**src/rtl/pwc_pkg.sv**
```systemverilog
/*
 * constants, types and helpers of the pwm period and duty channel.
 * assumes one 100 MHz clock and a plain strobe register port.
 */
// Function
// - a combined write carries a new period and a new duty, the duty running 0x0000 to 0x8000.
// - period and duty of a combined write take effect together as one pair.
// - with end-of-period update selected a new period is applied only when the running one ends.
// - with end-of-period update selected, changing period and duty never makes a pulse or notch shorter than old or new settings give.
// - a period change is honoured only on variable-period channels, else the set period stays.
// - a zero period ignores the duty and holds the output low.
// - a set-to-idle command drives the output to the idle level at once.
// - an idle variable-period channel resumes only on a combined write, with the new period.
// - an idle fixed-period channel resumes only on a duty-only write, with its old period.
// - 0% duty holds the inverse of the polarity, 100% duty holds the polarity level.
// - duty strictly between 0% and 100% modulates from period, duty and polarity.
package pwc_pkg;

    // ----------------------------------------
    // register map
    // ----------------------------------------
    localparam logic [7:0] PWC_OFS_CTRL = 8'h00;
    localparam logic [7:0] PWC_OFS_PAIR = 8'h04;
    localparam logic [7:0] PWC_OFS_DUTY = 8'h08;
    localparam logic [7:0] PWC_OFS_IDLE = 8'h0C;
    localparam logic [7:0] PWC_OFS_STAT = 8'h10;

    // ----------------------------------------
    // control fields
    // ----------------------------------------
    localparam int PWC_CTL_VARPER = 0;
    localparam int PWC_CTL_DEFER = 1;
    localparam int PWC_CTL_POL = 2;
    localparam int PWC_CTL_IDLELVL = 3;
    localparam int PWC_CTL_PAIREN = 4;
    localparam int PWC_CTL_IDLEEN = 5;
    localparam int PWC_CTL_W = 6;
    localparam logic [5:0] PWC_CTL_RST = 6'h34;

    // ----------------------------------------
    // pair fields and reset values
    // ----------------------------------------
    localparam int PWC_PER_LSB = 16;
    localparam logic [15:0] PWC_DUTY_FULL = 16'h8000;
    localparam int PWC_DUTY_SHIFT = 15;
    localparam logic [15:0] PWC_FIXED_PERIOD = 16'h0064;
    localparam logic [15:0] PWC_RST_DUTY = 16'h0000;

    typedef enum logic {PWC_RUN = 1'b0, PWC_IDLE = 1'b1} pwc_mode_t;

    // clamp to the legal duty range
    function automatic logic [15:0] pwc_clamp(input logic [15:0] duty);
        pwc_clamp = (duty > PWC_DUTY_FULL) ? PWC_DUTY_FULL : duty;
    endfunction

endpackage

```
**src/rtl/pwc_scale.sv**
```systemverilog
/*
 * active-time scaler: period times duty over full duty.
 * assumes duty already clamped to full duty or less.
 */
`timescale 1ns/10ps
`default_nettype none
module pwc_scale
    import pwc_pkg::*;
(
    input wire logic [15:0] period,
    input wire logic [15:0] duty,
    output logic [15:0] high_time
);
    logic [31:0] prod;

    // ----------------------------------------
    // scaling
    // ----------------------------------------
    always_comb begin
        prod = {16'h0000, period} * {16'h0000, duty};
        high_time = prod[PWC_DUTY_SHIFT +: 16];
    end
endmodule
`default_nettype wire

```
**src/rtl/pwc_channel.sv**
```systemverilog
/*
 * one pwm channel with combined period and duty update and idle command.
 * assumes a master that keeps the strobe port protocol, one clock domain.
 */
`timescale 1ns/10ps
`default_nettype none
module pwc_channel
    import pwc_pkg::*;
(
    input wire logic ref_clk,
    input wire logic srst,
    input wire logic [7:0] addr,
    input wire logic [31:0] wdata,
    input wire logic wr_stb,
    input wire logic rd_stb,
    output logic [31:0] rdata,
    output logic pwm_out
);
    logic [PWC_CTL_W-1:0] ctrl_q, ctrl_d;
    logic [15:0] per_q, per_d, high_q, high_d, cnt_q, cnt_d;
    logic [15:0] pend_per_q, pend_per_d, pend_high_q, pend_high_d;
    logic pend_q, pend_d, out_q, out_d;
    pwc_mode_t mode_q, mode_d;
    logic [31:0] rdata_q, rdata_d;
    logic [15:0] w_duty, w_per, w_high;
    logic var_per, pair_wr, duty_wr, idle_cmd, at_end, apply, quiet;

    assign var_per = ctrl_q[PWC_CTL_VARPER];
    assign pair_wr = wr_stb && addr == PWC_OFS_PAIR && ctrl_q[PWC_CTL_PAIREN];
    assign duty_wr = wr_stb && addr == PWC_OFS_DUTY;
    assign idle_cmd = wr_stb && addr == PWC_OFS_IDLE && ctrl_q[PWC_CTL_IDLEEN];
    assign w_duty = pwc_clamp(wdata[15:0]);
    // fixed channels keep the set period, duty writes reuse the old one
    assign w_per = (pair_wr && var_per) ? wdata[PWC_PER_LSB +: 16]
                 : (var_per ? per_q : PWC_FIXED_PERIOD);

    pwc_scale u_scale (
        .period(w_per),
        .duty(w_duty),
        .high_time(w_high)
    );

    // ----------------------------------------
    // update timing
    // ----------------------------------------
    assign at_end = (per_q == 16'h0000) || (cnt_q >= per_q - 16'h0001);
    // inactive phase under both settings: safe to switch early
    assign quiet = cnt_q >= high_q && cnt_q >= pend_high_q && cnt_q < pend_per_q;
    assign apply = pend_q && (mode_q == PWC_IDLE || at_end
                 || (!ctrl_q[PWC_CTL_DEFER] && quiet));

    // ----------------------------------------
    // next state
    // ----------------------------------------
    always_comb begin
        ctrl_d = ctrl_q;
        per_d = per_q;
        high_d = high_q;
        cnt_d = at_end ? 16'h0000 : cnt_q + 16'h0001;
        pend_per_d = pend_per_q;
        pend_high_d = pend_high_q;
        pend_d = pend_q;
        mode_d = mode_q;
        if (wr_stb && addr == PWC_OFS_CTRL) begin
            ctrl_d = wdata[PWC_CTL_W-1:0];
        end
        if (apply) begin
            per_d = pend_per_q;
            high_d = pend_high_q;
            pend_d = 1'b0;
            if (per_q != pend_per_q) begin
                cnt_d = 16'h0000;
            end
        end
        if (pair_wr || duty_wr) begin
            pend_per_d = w_per;
            pend_high_d = w_high;
            pend_d = 1'b1;
        end
        if (idle_cmd) begin
            mode_d = PWC_IDLE;
        end else if (mode_q == PWC_IDLE && ((pair_wr && var_per) || (duty_wr && !var_per))) begin
            // resume on the new pair, loaded at once
            mode_d = PWC_RUN;
            per_d = w_per;
            high_d = w_high;
            pend_d = 1'b0;
            cnt_d = 16'h0000;
        end
        if (mode_d == PWC_IDLE) begin
            out_d = ctrl_d[PWC_CTL_IDLELVL];
        end else if (per_d == 16'h0000) begin
            out_d = 1'b0;
        end else if (high_d == 16'h0000) begin
            out_d = !ctrl_d[PWC_CTL_POL];
        end else if (high_d >= per_d) begin
            out_d = ctrl_d[PWC_CTL_POL];
        end else begin
            out_d = (cnt_d < high_d) ? ctrl_d[PWC_CTL_POL] : !ctrl_d[PWC_CTL_POL];
        end
        rdata_d = 32'h0000_0000;
        if (rd_stb) begin
            unique case (addr)
                PWC_OFS_CTRL: rdata_d = {26'h0, ctrl_q};
                PWC_OFS_PAIR: rdata_d = {per_q, high_q};
                PWC_OFS_STAT: rdata_d = {29'h0, out_q, mode_q, pend_q};
                default: rdata_d = 32'h0000_0000;
            endcase
        end
    end

    // ----------------------------------------
    // registers
    // ----------------------------------------
    always_ff @(posedge ref_clk) begin
        if (srst) begin
            ctrl_q <= PWC_CTL_RST;
            per_q <= PWC_FIXED_PERIOD;
            high_q <= PWC_RST_DUTY;
            cnt_q <= 16'h0000;
            pend_per_q <= PWC_FIXED_PERIOD;
            pend_high_q <= PWC_RST_DUTY;
            pend_q <= 1'b0;
            mode_q <= PWC_RUN;
            out_q <= 1'b0;
            rdata_q <= 32'h0000_0000;
        end else begin
            ctrl_q <= ctrl_d;
            per_q <= per_d;
            high_q <= high_d;
            cnt_q <= cnt_d;
            pend_per_q <= pend_per_d;
            pend_high_q <= pend_high_d;
            pend_q <= pend_d;
            mode_q <= mode_d;
            out_q <= out_d;
            rdata_q <= rdata_d;
        end
    end

    assign pwm_out = out_q;
    assign rdata = rdata_q;
endmodule
`default_nettype wire

```
**config.mk**
```make
export PLATFORM = sky130hd
export DESIGN_NAME = pwc_channel
export DESIGN_NICKNAME = d
export VERILOG_FILES = /design/src/rtl/pwc_pkg.sv /design/src/rtl/pwc_scale.sv /design/src/rtl/pwc_channel.sv
export SDC_FILE = /design/constraint.sdc
export NUM_CORES = 1
export LEC_CHECK = 0
export BUFFER_PORTS_ARGS = -buffer_cell sky130_fd_sc_hd__clkbuf_2
export CORE_AREA = 2 2 162 164
export CTS_CLUSTER_SIZE = 16
export DETAILED_ROUTE_END_ITERATION = 16
export DIE_AREA = 0 0 164 166
export PLACE_DENSITY_LB_ADDON = 0.25
export SETUP_SLACK_MARGIN = 0.4
export SLEW_MARGIN = 20
export SYNTH_ARGS = -nofsm -noshare
export SYNTH_HDL_FRONTEND = slang
export SYNTH_SLANG_ARGS = --single-unit
export TNS_END_PERCENT = 1
```
**constraint.sdc**
```tcl
create_clock -name ref_clk -period 11.4 [get_ports ref_clk]
set_input_delay 0 -clock ref_clk [delete_from_list [all_inputs] [get_ports ref_clk]]
set_output_delay 0 -clock ref_clk [all_outputs]
set_load 0.01 [all_outputs]
```
# Word-level counts from Yosys, hierarchy flattened
# Index checks and enable logic that the tools add are counted.
dict set report totals {
  output_inout_bits 33
  input_bits 44
  reg_bits 121
}
dict set report classes {
  n_reduce_logical 26
  bitwise 1
  eq_ne 5
  muxes 27
  add_sub_neg 2
  n_mul 1
  n_lt_le_gt_ge 7
}
# op n
set ops {}
lappend ops {{two-way mux 16 bit} 14}
lappend ops {{one-hot mux 32 bit (3 select lines)} 1}
lappend ops {{>= comparator 16 bit} 4}
lappend ops {{zero test 16 bit} 3}
lappend ops {{< comparator 16 bit} 2}
lappend ops {{multiplier 16 x 16 -> 31 bit} 1}
lappend ops {{adder 16 x 1 -> 16 bit (second input constant)} 1}
lappend ops {{== test 8 x 4 -> 1 bit (second input constant)} 2}
lappend ops {{greater-than comparator 16 bit (second input constant)} 1}
lappend ops {{inequality test 16 bit} 1}
lappend ops {{subtractor 16 x 1 -> 16 bit (second input constant)} 1}
lappend ops {{logical AND 1 bit} 13}
lappend ops {{two-way mux 1 bit} 11}
lappend ops {{== test 8 x 3 -> 1 bit (second input constant)} 1}
lappend ops {{== test 8 x 5 -> 1 bit (second input constant)} 1}
lappend ops {{zero test 8 bit} 1}
lappend ops {{logical OR 1 bit} 5}
lappend ops {{two-way mux 4 bit} 1}
lappend ops {{zero test 1 bit} 3}
lappend ops {{OR reduction 2 bit} 1}
lappend ops {{inverter 1 bit} 1}

# Logic depth before layout (Yosys ltp)
# Gate-level depths: netlist of the first run.
dict set report depth {
  ltp_word 15
  ltp_mapped 43
}

# Hierarchy
# From an unflattened synthesis of the first run, not the netlist that was laid out.
dict set report unflattened {
  cells_unflattened 1915
  area_unflattened_um2 16107.9
}
# mod seq_area_each_um2 cells_each area_each_um2 n_inst
set modules_own_cells {}
lappend modules_own_cells {pwc_scale 0.0 943 8190.4 1}
lappend modules_own_cells {pwc_channel 2422.3 972 7917.6 1}

# Worst setup path before layout of the first run
# No wires, ideal clock.
dict set report synth_timing {
  path_kind {input to register}
  start {in addr[4]}
  end {reg out_q (netlist: pwm_out)}
  arrival_ns 8.762
  setup_ns 0.120
  stages 38
  path_buffers 6
  path_slack_ns 2.517
  path_cell_list {clkbuf_1 -> or3b_1 -> clkbuf_1 -> nor3_1 -> and2_1 -> clkbuf_1 -> clkbuf_1 -> a22o_1 -> clkbuf_1 -> nand2_1 -> fa_1 -> fa_1 -> inv_1 -> fa_1 -> fa_1 -> fa_1 -> inv_1 -> fa_1 -> [2 not listed] -> clkbuf_1 -> nand4_1 -> nor3_1 -> nand4_1 -> o32ai_1 -> o31ai_4 -> o21bai_1 -> xor2_1 -> a21oi_2 -> ha_1 -> a21o_1 -> a21o_1 -> a21oi_1 -> o21ai_0 -> a221o_1 -> a21o_1 -> o2111ai_1 -> o21ai_1}
}
dict set report synth_via {
  elab_chain_len 14
  word_cells_on_any_way 35
  classes_between {mul (1); order compare (2); eq/ne (3); mux (15); reduce/logical (14)}
}
# element line
set synth_lines {}
lappend synth_lines {{from (decl)} pwc_channel.sv:12} ;# input wire logic [7:0] addr,
lappend synth_lines {{== test 8 x 3 -> 1 bit} pwc_channel.sv:29} ;# assign pair_wr = wr_stb && addr == PWC_OFS_PAIR && ctrl_q[PWC_CTL_PAIREN];
lappend synth_lines {{logical AND 1 bit (2 in series)} pwc_channel.sv:29}
lappend synth_lines {{logical AND 1 bit} {pwc_channel.sv:34, pwc_channel.sv:82}}
lappend synth_lines {{two-way mux 16 bit or logical OR 1 bit (tied branches)} {pwc_channel.sv:34, pwc_channel.sv:82}}
lappend synth_lines {{multiplier 16 x 16 -> 31 bit or logical AND 1 bit (tied branches)} {pwc_scale.sv:20, pwc_channel.sv:82}}
lappend synth_lines {{two-way mux 16 bit} pwc_channel.sv:82} ;# end else if (mode_q == PWC_IDLE && ((pair_wr && var_per) || (duty_wr && !var_per))) begin
lappend synth_lines {{two-way mux 16 bit} pwc_channel.sv:80} ;# if (idle_cmd) begin
lappend synth_lines {{< comparator 16 bit} pwc_channel.sv:99} ;# out_d = (cnt_d < high_d) ? ctrl_d[PWC_CTL_POL] : !ctrl_d[PWC_CTL_POL];
lappend synth_lines {{two-way mux 1 bit} pwc_channel.sv:99}
lappend synth_lines {{two-way mux 1 bit} pwc_channel.sv:96} ;# end else if (high_d >= per_d) begin
lappend synth_lines {{two-way mux 1 bit} pwc_channel.sv:94} ;# end else if (high_d == 16'h0000) begin
lappend synth_lines {{two-way mux 1 bit} pwc_channel.sv:92} ;# end else if (per_d == 16'h0000) begin
lappend synth_lines {{two-way mux 1 bit *} pwc_channel.sv:90} ;# if (mode_d == PWC_IDLE) begin
lappend synth_lines {{to (signal assigned)} pwc_channel.sv:136} ;# out_q <= out_d;
lappend synth_lines {{to (decl)} pwc_channel.sv:22} ;# logic pend_q, pend_d, out_q, out_d;
# Mark *: on every way between the ends. The rest lies on a longest branch, timed or not.
# A chain may end at the register's enable or synchronous reset.

# Worst setup path after layout of the first run
dict set report layout_timing {
  start {reg ctrl_q[0]}
  end {reg out_q (netlist: pwm_out)}
}
dict set report layout_via {
  elab_chain_len 12
  word_cells_on_any_way 25
  classes_between {mul (1); order compare (2); mux (15); reduce/logical (7)}
}
# element line
set layout_lines {}
lappend layout_lines {{from (decl)} pwc_channel.sv:19} ;# logic [PWC_CTL_W-1:0] ctrl_q, ctrl_d;
lappend layout_lines {{from (signal assigned)} pwc_channel.sv:128} ;# ctrl_q <= ctrl_d;
lappend layout_lines {{parallel branches: the longest is 11 deep, another holds multiplier 16 x 16 -> 31 bit} -}
lappend layout_lines {{two-way mux 1 bit *} pwc_channel.sv:90}
# Every way passes the cells marked *.

==> summary.txt, run 1 <==
Clock tree
  – Clock buffer depth: 2
  – H-tree levels: 4
  – Worst-path clk slew: 0.06 ns
  – Insertion delay to the later sink of the worst-skew pair: 0.43 ns
  – Number of buffers inserted by post-CTS setup repair: 0
  – CTS tree: built
  – Number of gates given a new drive strength after cts: 0
  – Count of clock tree sinks: 121
  – Inserted Clock Buffers: 17
  – Clk Tree Root Cell: clkbuf_16

Logic synthesis
  – Average cell area after synthesis: 8.17 um^2
  – Netlist Area Pre-Place: 16200 um^2
  – Post-synthesis sequential area ratio: 0.150
  – Prevailing post-synth register cell: dfxtp_1
  – Net count after synthesis: 2409
  – Proportion of register bits with asynchronous set or reset after synthesis: 0
  – Cell taking the most area after synthesis: fa_1
  – Post-synth top cells: inv_1 (301), nand2_1 (236), nor2_1 (227)
  – Top post-synthesis cells by area: fa_1 (24%), dfxtp_1 (15%), ha_1 (15%), inv_1 (7.0%), nand2_1 (5.5%)
  – Area share of the largest cell type after synthesis: 0.238
  – Synth unique cells: 78
  – Post-Synthesis Cells: 1980
  – Seq cells post-synth: 121
  – Most instantiated library cell after synthesis: inv_1
  – Synth warnings: 0
  – Number of flops mapped to enable cells by yosys: 0

Final layout
  – Storage cell area: 2420 um^2
  – Number of nets in the finished design: 2434
  – Number of inserted filler cells in the final layout: 2160
  – Share of layout cells above drive strength 1: 0.0833
  – Area occupied by multi-input gates: 12200 um^2
  – Antenna Diode Count: 0
  – Area growth from synthesis to layout: 7.63%
  – Final Core Density: 0.680

Place
  – Number of buffers added on ports: 76
  – GP Congestion: 1.01
  – Post-DP HPWL: 40700 um
  – Worst slack, placed: 1.11 ns

Timing
  – Number of endpoints with negative hold slack in the final report: 0
  – Final setup violation count: 0
  – Final worst setup slack: 1.02 ns
  – Final slew viol count: 0
  – Worst max-slew margin expressed relative to the limit: 0.296
  – Final Cycle Share: 0.910
  – Worst Max-Slew Pin Slew: 1.06 ns
  – Final critical path time including I/O delays and setup: 10.38 ns
  – Final total negative setup slack: 0 ns
  – Unrepaired setup endpoints after global routing: false
  – Maximum operating frequency: 96.4 MHz
  – Largest clock skew in the final design: 0.00938 ns

Global route
  – Number of antenna violations at the first check in global routing: 0
  – Number of global-route vias before repair: 14900
  – Maximum number of pins on one net before global-route repair: 91
  – Wire length of the first global-routing pass: 82300 um
  – Overall Global Routing Usage: 0.396
  – Leftover overflow at the end of global routing: 0

Route
  – Count of routing violations after the opening detailed-route iteration: 1497
  – 1st-pass router iterations: 6
  – Routed wire length: 52000 um
  – Wire length per cell: 22.1 um
  – Residual DRC count: 0
  – Overall via count from detail_route: 14600
  – Antenna-violating nets left: 0
  – Via-per-instance ratio: 6.21

Floorplan
  – Die boundary height: 166 um
  – Chip Width: 164 um
  – Cell row count: 59
  – Die ar.: 27200 um^2
  – Core area: 25600 um^2
  – Initial core utilization: 0.632
  – I/O Pins: 77

Critical path
  – CP dominant cell by count: fa_1
  – Worst Path Required: 11.71 ns
  – Category of the worst setup path capture point: flop
  – Critical path type: reg2reg
  – Master of the slowest instance on the critical path: a22o_1
  – Crit path largest cell delay: 0.81 ns
  – Data arrival time of the critical path: 10.68 ns
  – CP startpoint kind: flop
  – CP max FO: 23

Power
  – Leakage component of the power: 8.22 nW
  – Highest ir drop seen on vdd: 0.0957 mV
  – PwrDens: 69.2 nW/um^2

Outcome
  – Result of the run: finished clean

Run
  – Maximum capacitance violations: 0

Worst hold path
  – Hold Path Class: in2reg
## critical path, delay by kind of cell (launching register included)
family                     cells  cell delay, ns
AOI/OAI and AO/OA             12            3.85
and+or+nand+nor                6            2.03
buffers and inverters          4            0.25
adders and majority gates      8            3.67
DFF                            1            0.44
## report_power, final
group	internal [W]	total [W]	switching, W
combinational	0.0000868	0.000248	0.000161
sequential	0.000424	0.000427	0.00000325
clock	0.000304	0.000530	0.000227
total	0.000815	0.00121	0.000391
## flip-flops by register name, indices dropped and copies added (netlist names)
name	flops
rdata	32
cnt_q	16
high_q	16
pend_high_q	16
pend_per_q	16
per_q	16
ctrl_q	6
mode_q	1
pend_q	1
pwm_out	1
## repair_timing
action | in CTS | in global routing
hold buffers | 7 | 0
setup endpoints to repair | 0 | 0
endpoints found under the hold margin | 8 | 0
## metrics by stage
stage / instance area (um^2) / std cells / hold WS (ns) / power [W]
after floorplan: 16200 / 1980 / 0.118 / 0.000602
after global placement: 16800 / 2314 / 0.288 / 0.000670
after detailed placement: 16800 / 2314 / 0.292 / 0.000676
after CTS: 17400 / 2353 / 0.0491 / 0.00120
after global routing: 17400 / 2353 / 0.0917 / 0.00125
final: 17400 / 2353 / 0.0529 / 0.00121
## final timing paths
check                                       end       startpoint  slack [ns]  depth (start not counted)
worst max-delay path                    pwm_out        ctrl_q[0]        1.02                         30
worst min-delay path              pend_per_q[4]        wdata[20]        0.05                          3
worst max register to register          pwm_out        ctrl_q[0]        1.02                         30
worst min register to register  pend_high_q[11]  pend_high_q[11]        0.46                          2
## layer usage
layer | up-vias | part of all wire | track usage
met1 | 6960 | 0.39 | 0.515
met4 | 2 | 0.065 | 0.212
met2 | 904 | 0.44 | 0.613
met5 | - | 0.0011 | 0.0164
met3 | 221 | 0.11 | 0.0899
li1 | 6534 | - | -
## cells in the final DEF, fill, tap and decap left out, drive strengths merged, types with 17 or more instances in the layout
master,n
dfxtp,121
nand3,37
and2,28
xor2,19
nand2,236
nand4,20
o21ai,47
xnor2,42
mux2i,17
ha,193
fa,192
a21oi,73
inv,311
nor3,51
clkbuf,93
a21o,25
buf,25
a211oi,29
nor2,227
## cell type report
cell class,instances,area share
clock inverters,14,0.00776
flip-flops and latches,121,0.139
repair buffers,107,0.0362
clock buffers,18,0.0246
multi-input cells,1452,0.702
inverters,306,0.0660
well taps,335,0.0241
## cell families after synthesis
family          count (synthesis)  synth area share
xor+xnor                       61            0.0330
flops                         121             0.150
buf+inv                       407            0.0957
fa+ha+maj                     385             0.387
mux                            18            0.0112
compound gates                296             0.129
simple gates                  692             0.194
Power figures use the tool's default switching activity.
==> run 2, diff against run 1 <==
Settings changed: ABC_AREA set to 1, CORE_AREA 2 2 162 164 to 2 2 163 165, DIE_AREA 0 0 164 166 to 0 0 165 167.
==> run 2 against run 1 <==
Against the previous run:
- wire length grew 0.99%
- first-iteration DRC count shrank 8.7%
- sequential power is essentially flat
- hold slack lost 0.018 ns
- clock-buffer cell count grew 1
- flip-flop and latch count is the same
- critical endpoint unchanged
- highest routed layer is now met4
==> summary.txt, run 2 <==
Outcome
  – Result of the run: finished clean (unchanged)

Timing
  – Maximum operating frequency: 105 MHz (was 96.4 MHz)
  – Worst Max-Slew Pin Slew: 1.07 ns (was 1.06 ns)
  – Largest clock skew in the final design: 0.0122 ns (was 0.00938 ns)
  – Worst max-slew margin expressed relative to the limit: 0.283 (was 0.296)
  – Final setup violation count: 0 (unchanged)
  – Final total negative setup slack: 0 ns (unchanged)
  – Final slew viol count: 0 (unchanged)
  – Unrepaired setup endpoints after global routing: false (unchanged)
  – Final Cycle Share: 0.838 (was 0.910)
  – Final critical path time including I/O delays and setup: 9.56 ns (was 10.38 ns)
  – Number of endpoints with negative hold slack in the final report: 0 (unchanged)

Route
  – Count of routing violations after the opening detailed-route iteration: 1367 (was 1497)
  – Antenna-violating nets left: 0 (unchanged)
  – Routed wire length: 52500 um (was 52000 um)
  – Residual DRC count: 0 (unchanged)
  – Overall via count from detail_route: 15400 (was 14600)
  – Via-per-instance ratio: 5.83 (was 6.21)
  – Wire length per cell: 20.0 um (was 22.1 um)
  – 1st-pass router iterations: 6 (unchanged)

Worst hold path
  – Hold Path Class: in2reg (unchanged)
  – Origin of the worst min-delay path: addr[3] (was wdata[20])

Critical path
  – CP dominant cell by count: nand2_1 (was fa_1)
  – Worst Path Required: 11.71 ns (about the same)
  – Master of the slowest instance on the critical path: nor2_1 (was a22o_1)
  – Critical register-to-register path startpoint: ctrl_q[0] (unchanged)
  – CP max FO: 14 (was 23)
  – Data arrival time of the critical path: 9.86 ns (was 10.68 ns)
  – Category of the worst setup path capture point: flop (unchanged)
  – Critical path type: reg2reg (unchanged)
  – Start point of the critical path: ctrl_q[0] (unchanged)
  – CP startpoint kind: flop (unchanged)
  – Crit path largest cell delay: 0.69 ns (was 0.81 ns)

Global route
  – Routing usage on met3: 0.0795 (was 0.0899)
  – Leftover overflow at the end of global routing: 0 (unchanged)
  – Maximum number of pins on one net before global-route repair: 64 (was 91)
  – Number of antenna violations at the first check in global routing: 0 (unchanged)
  – Met2 Resource Use GR: 0.638 (was 0.613)
  – Overall Global Routing Usage: 0.400 (was 0.396)
  – Most used routing layer: met2 (unchanged)
  – Global-route met1 utilization: 0.483 (was 0.515)
  – Wire length of the first global-routing pass: 83700 um (was 82300 um)
  – Number of global-route vias before repair: 15700 (was 14900)

Logic synthesis
  – Cell taking the most area after synthesis: fa_1 (unchanged)
  – Average cell area after synthesis: 7.39 um^2 (was 8.17 um^2)
  – Top post-synthesis cells by area: fa_1 (23%), dfxtp_1 (15%), ha_1 (15%), inv_1 (10%), nand2_1 (10%) (was fa_1 (24%), dfxtp_1 (15%), ha_1 (15%), inv_1 (7.0%), nand2_1 (5.5%))
  – Prevailing post-synth register cell: dfxtp_1 (unchanged)
  – Netlist Area Pre-Place: 16600 um^2 (was 16200 um^2)
  – Post-synth top cells: inv_1 (453), nand2_1 (441), nor2_1 (257) (was inv_1 (301), nand2_1 (236), nor2_1 (227))
  – Synth unique cells: 54 (was 78)
  – Most instantiated library cell after synthesis: inv_1 (unchanged)
  – Proportion of register bits with asynchronous set or reset after synthesis: 0 (unchanged)
  – Net count after synthesis: 2670 (was 2409)
  – Seq cells post-synth: 121 (unchanged)
  – Synth warnings: 0 (unchanged)
  – Number of flops mapped to enable cells by yosys: 0 (unchanged)
  – Post-Synthesis Cells: 2241 (was 1980)
  – Post-synthesis sequential area ratio: 0.146 (was 0.150)
  – Area share of the largest cell type after synthesis: 0.232 (was 0.238)

Floorplan
  – Die ar.: 27600 um^2 (was 27200 um^2)
  – I/O Pins: 77 (unchanged)
  – Initial core utilization: 0.643 (was 0.632)
  – Die boundary height: 167 um (was 166 um)
  – Chip Width: 165 um (was 164 um)
  – Cell row count: 59 (unchanged)
  – Core area: 25800 um^2 (was 25600 um^2)

Power
  – Highest ir drop seen on vdd: 0.110 mV (was 0.0957 mV)
  – Overall Power: 0.00124 W (was 0.00121 W)
  – PwrDens: 69.9 nW/um^2 (was 69.2 nW/um^2)
  – Leakage component of the power: 9.20 nW (was 8.22 nW)

Clock tree
  – Number of gates given a new drive strength after cts: 0 (unchanged)
  – Inserted Clock Buffers: 17 (unchanged)
  – Insertion delay to the later sink of the worst-skew pair: 0.43 ns (about the same)
  – Clk Tree Root Cell: clkbuf_16 (unchanged)
  – Worst-path clk slew: 0.06 ns (about the same)
  – CTS tree: built (unchanged)
  – Clock buffer depth: 2 (unchanged)
  – H-tree levels: 4 (unchanged)
  – Count of clock tree sinks: 121 (unchanged)

Final layout
  – Area growth from synthesis to layout: 7.47% (was 7.63%)
  – Share of layout cells above drive strength 1: 0.0883 (was 0.0833)
  – Number of nets in the finished design: 2714 (was 2434)
  – Largest register FFs: 32 (unchanged)
  – Number of inserted filler cells in the final layout: 2227 (was 2160)
  – Non-filler cells, final: 2633 (was 2353)
  – Leading cell type in the layout, fill and taps excluded: inv_1 (unchanged)
  – Leading cell types in the layout, fill and taps excluded: inv_1 (453), nand2_1 (441), nor2_1 (257), ha_1 (193), fa_1 (192) (was inv_1 (301), nand2_1 (236), nor2_1 (226), ha_1 (193), fa_1 (192))
  – Antenna Diode Count: 0 (unchanged)

Place
  – Post-DP HPWL: 42300 um (was 40700 um)
  – Number of buffers added on ports: 76 (unchanged)
  – GP Congestion: 1.04 (was 1.01)
  – Cell total after placement: 2595 (was 2314)

Run
  – Maximum capacitance violations: 0 (unchanged)
==> run 2: layer usage <==
layer,vias up,part of all wire
met4,0,0.084
met3,272,0.094
met5,-,0
met2,873,0.46
li1,7029,-
met1,7189,0.36
==> run 2: layout make-up <==
type	instances	area (um^2)	area share
clock inverter	13	144	0.00808
sequential	121	2420	0.136
tap	335	419	0.0236
clock buffer	19	453	0.0254
multi-input combinational	1580	12100	0.678
timing repair buffer	91	508	0.0285
inverter	474	1790	0.100
==> run 2: logic make-up (layout without fill, tap and decap cells) <==
group / count (synthesis) / in the layout / synth area share
AND/OR/NAND/NOR: 908 / 908 / 0.236
flip-flops: 121 / 121 / 0.146
adder cells (fa/ha/maj): 385 / 385 / 0.378
buffers and inverters: 540 / 597 / 0.125
AO/OA/AOI/OAI: 238 / 238 / 0.0874
XOR/XNOR: 49 / 49 / 0.0268
==> run 2: worst max-delay path, delay by kind of cell, from the launching register on <==
family	cells	cell delay, ns
XOR/XNOR	1	0.27
AND/OR/NAND/NOR	28	3.51
flip-flops	1	0.47
adder cells (fa/ha/maj)	8	3.46
AO/OA/AOI/OAI	5	0.89
buffers and inverters	7	0.82
==> run 2: where the power goes <==
part | internal (W) | switching, W | leakage, nW
Combinational | 0.0000884 | 0.000179 | 7.95
Sequential | 0.000424 | 0.00000307 | 0.975
Clock | 0.000335 | 0.000213 | 0.282
Total | 0.000848 | 0.000396 | 9.20
==> run 2: stage by stage <==
stage,setup slack [ns],utilization,hold slack [ns],instance area [um^2]
5_1_grt,0.942,0.691,0.0568,17800
6_report,1.84,0.691,0.0346,17800
2_1_floorplan,3.56,-,0.126,16600
3_5_place_dp,2.00,0.665,0.267,17100
3_3_place_gp,2.31,0.665,0.248,17100
4_1_cts,1.96,0.691,0.0363,17800
==> run 2: path summary, 6_finish.rpt <==
| check | to | slack (ns) | depth (start not counted) |
|---|---|---|---|
| setup / recovery | pwm_out | 1.84 | 49 |
| hold / removal | rdata[4] | 0.03 | 6 |
| setup reg to reg | pwm_out | 1.84 | 49 |
| hold reg to reg | rdata[3] | 0.48 | 2 |
==> run 2: timing repair <==
| action | CTS | global route |
|---|---|---|
| endpoints found under the setup margin | 0 | 0 |
| buffers inserted | 0 | 0 |
| endpoints found under the hold margin | 7 | 0 |
| hold buffers | 6 | 0 |
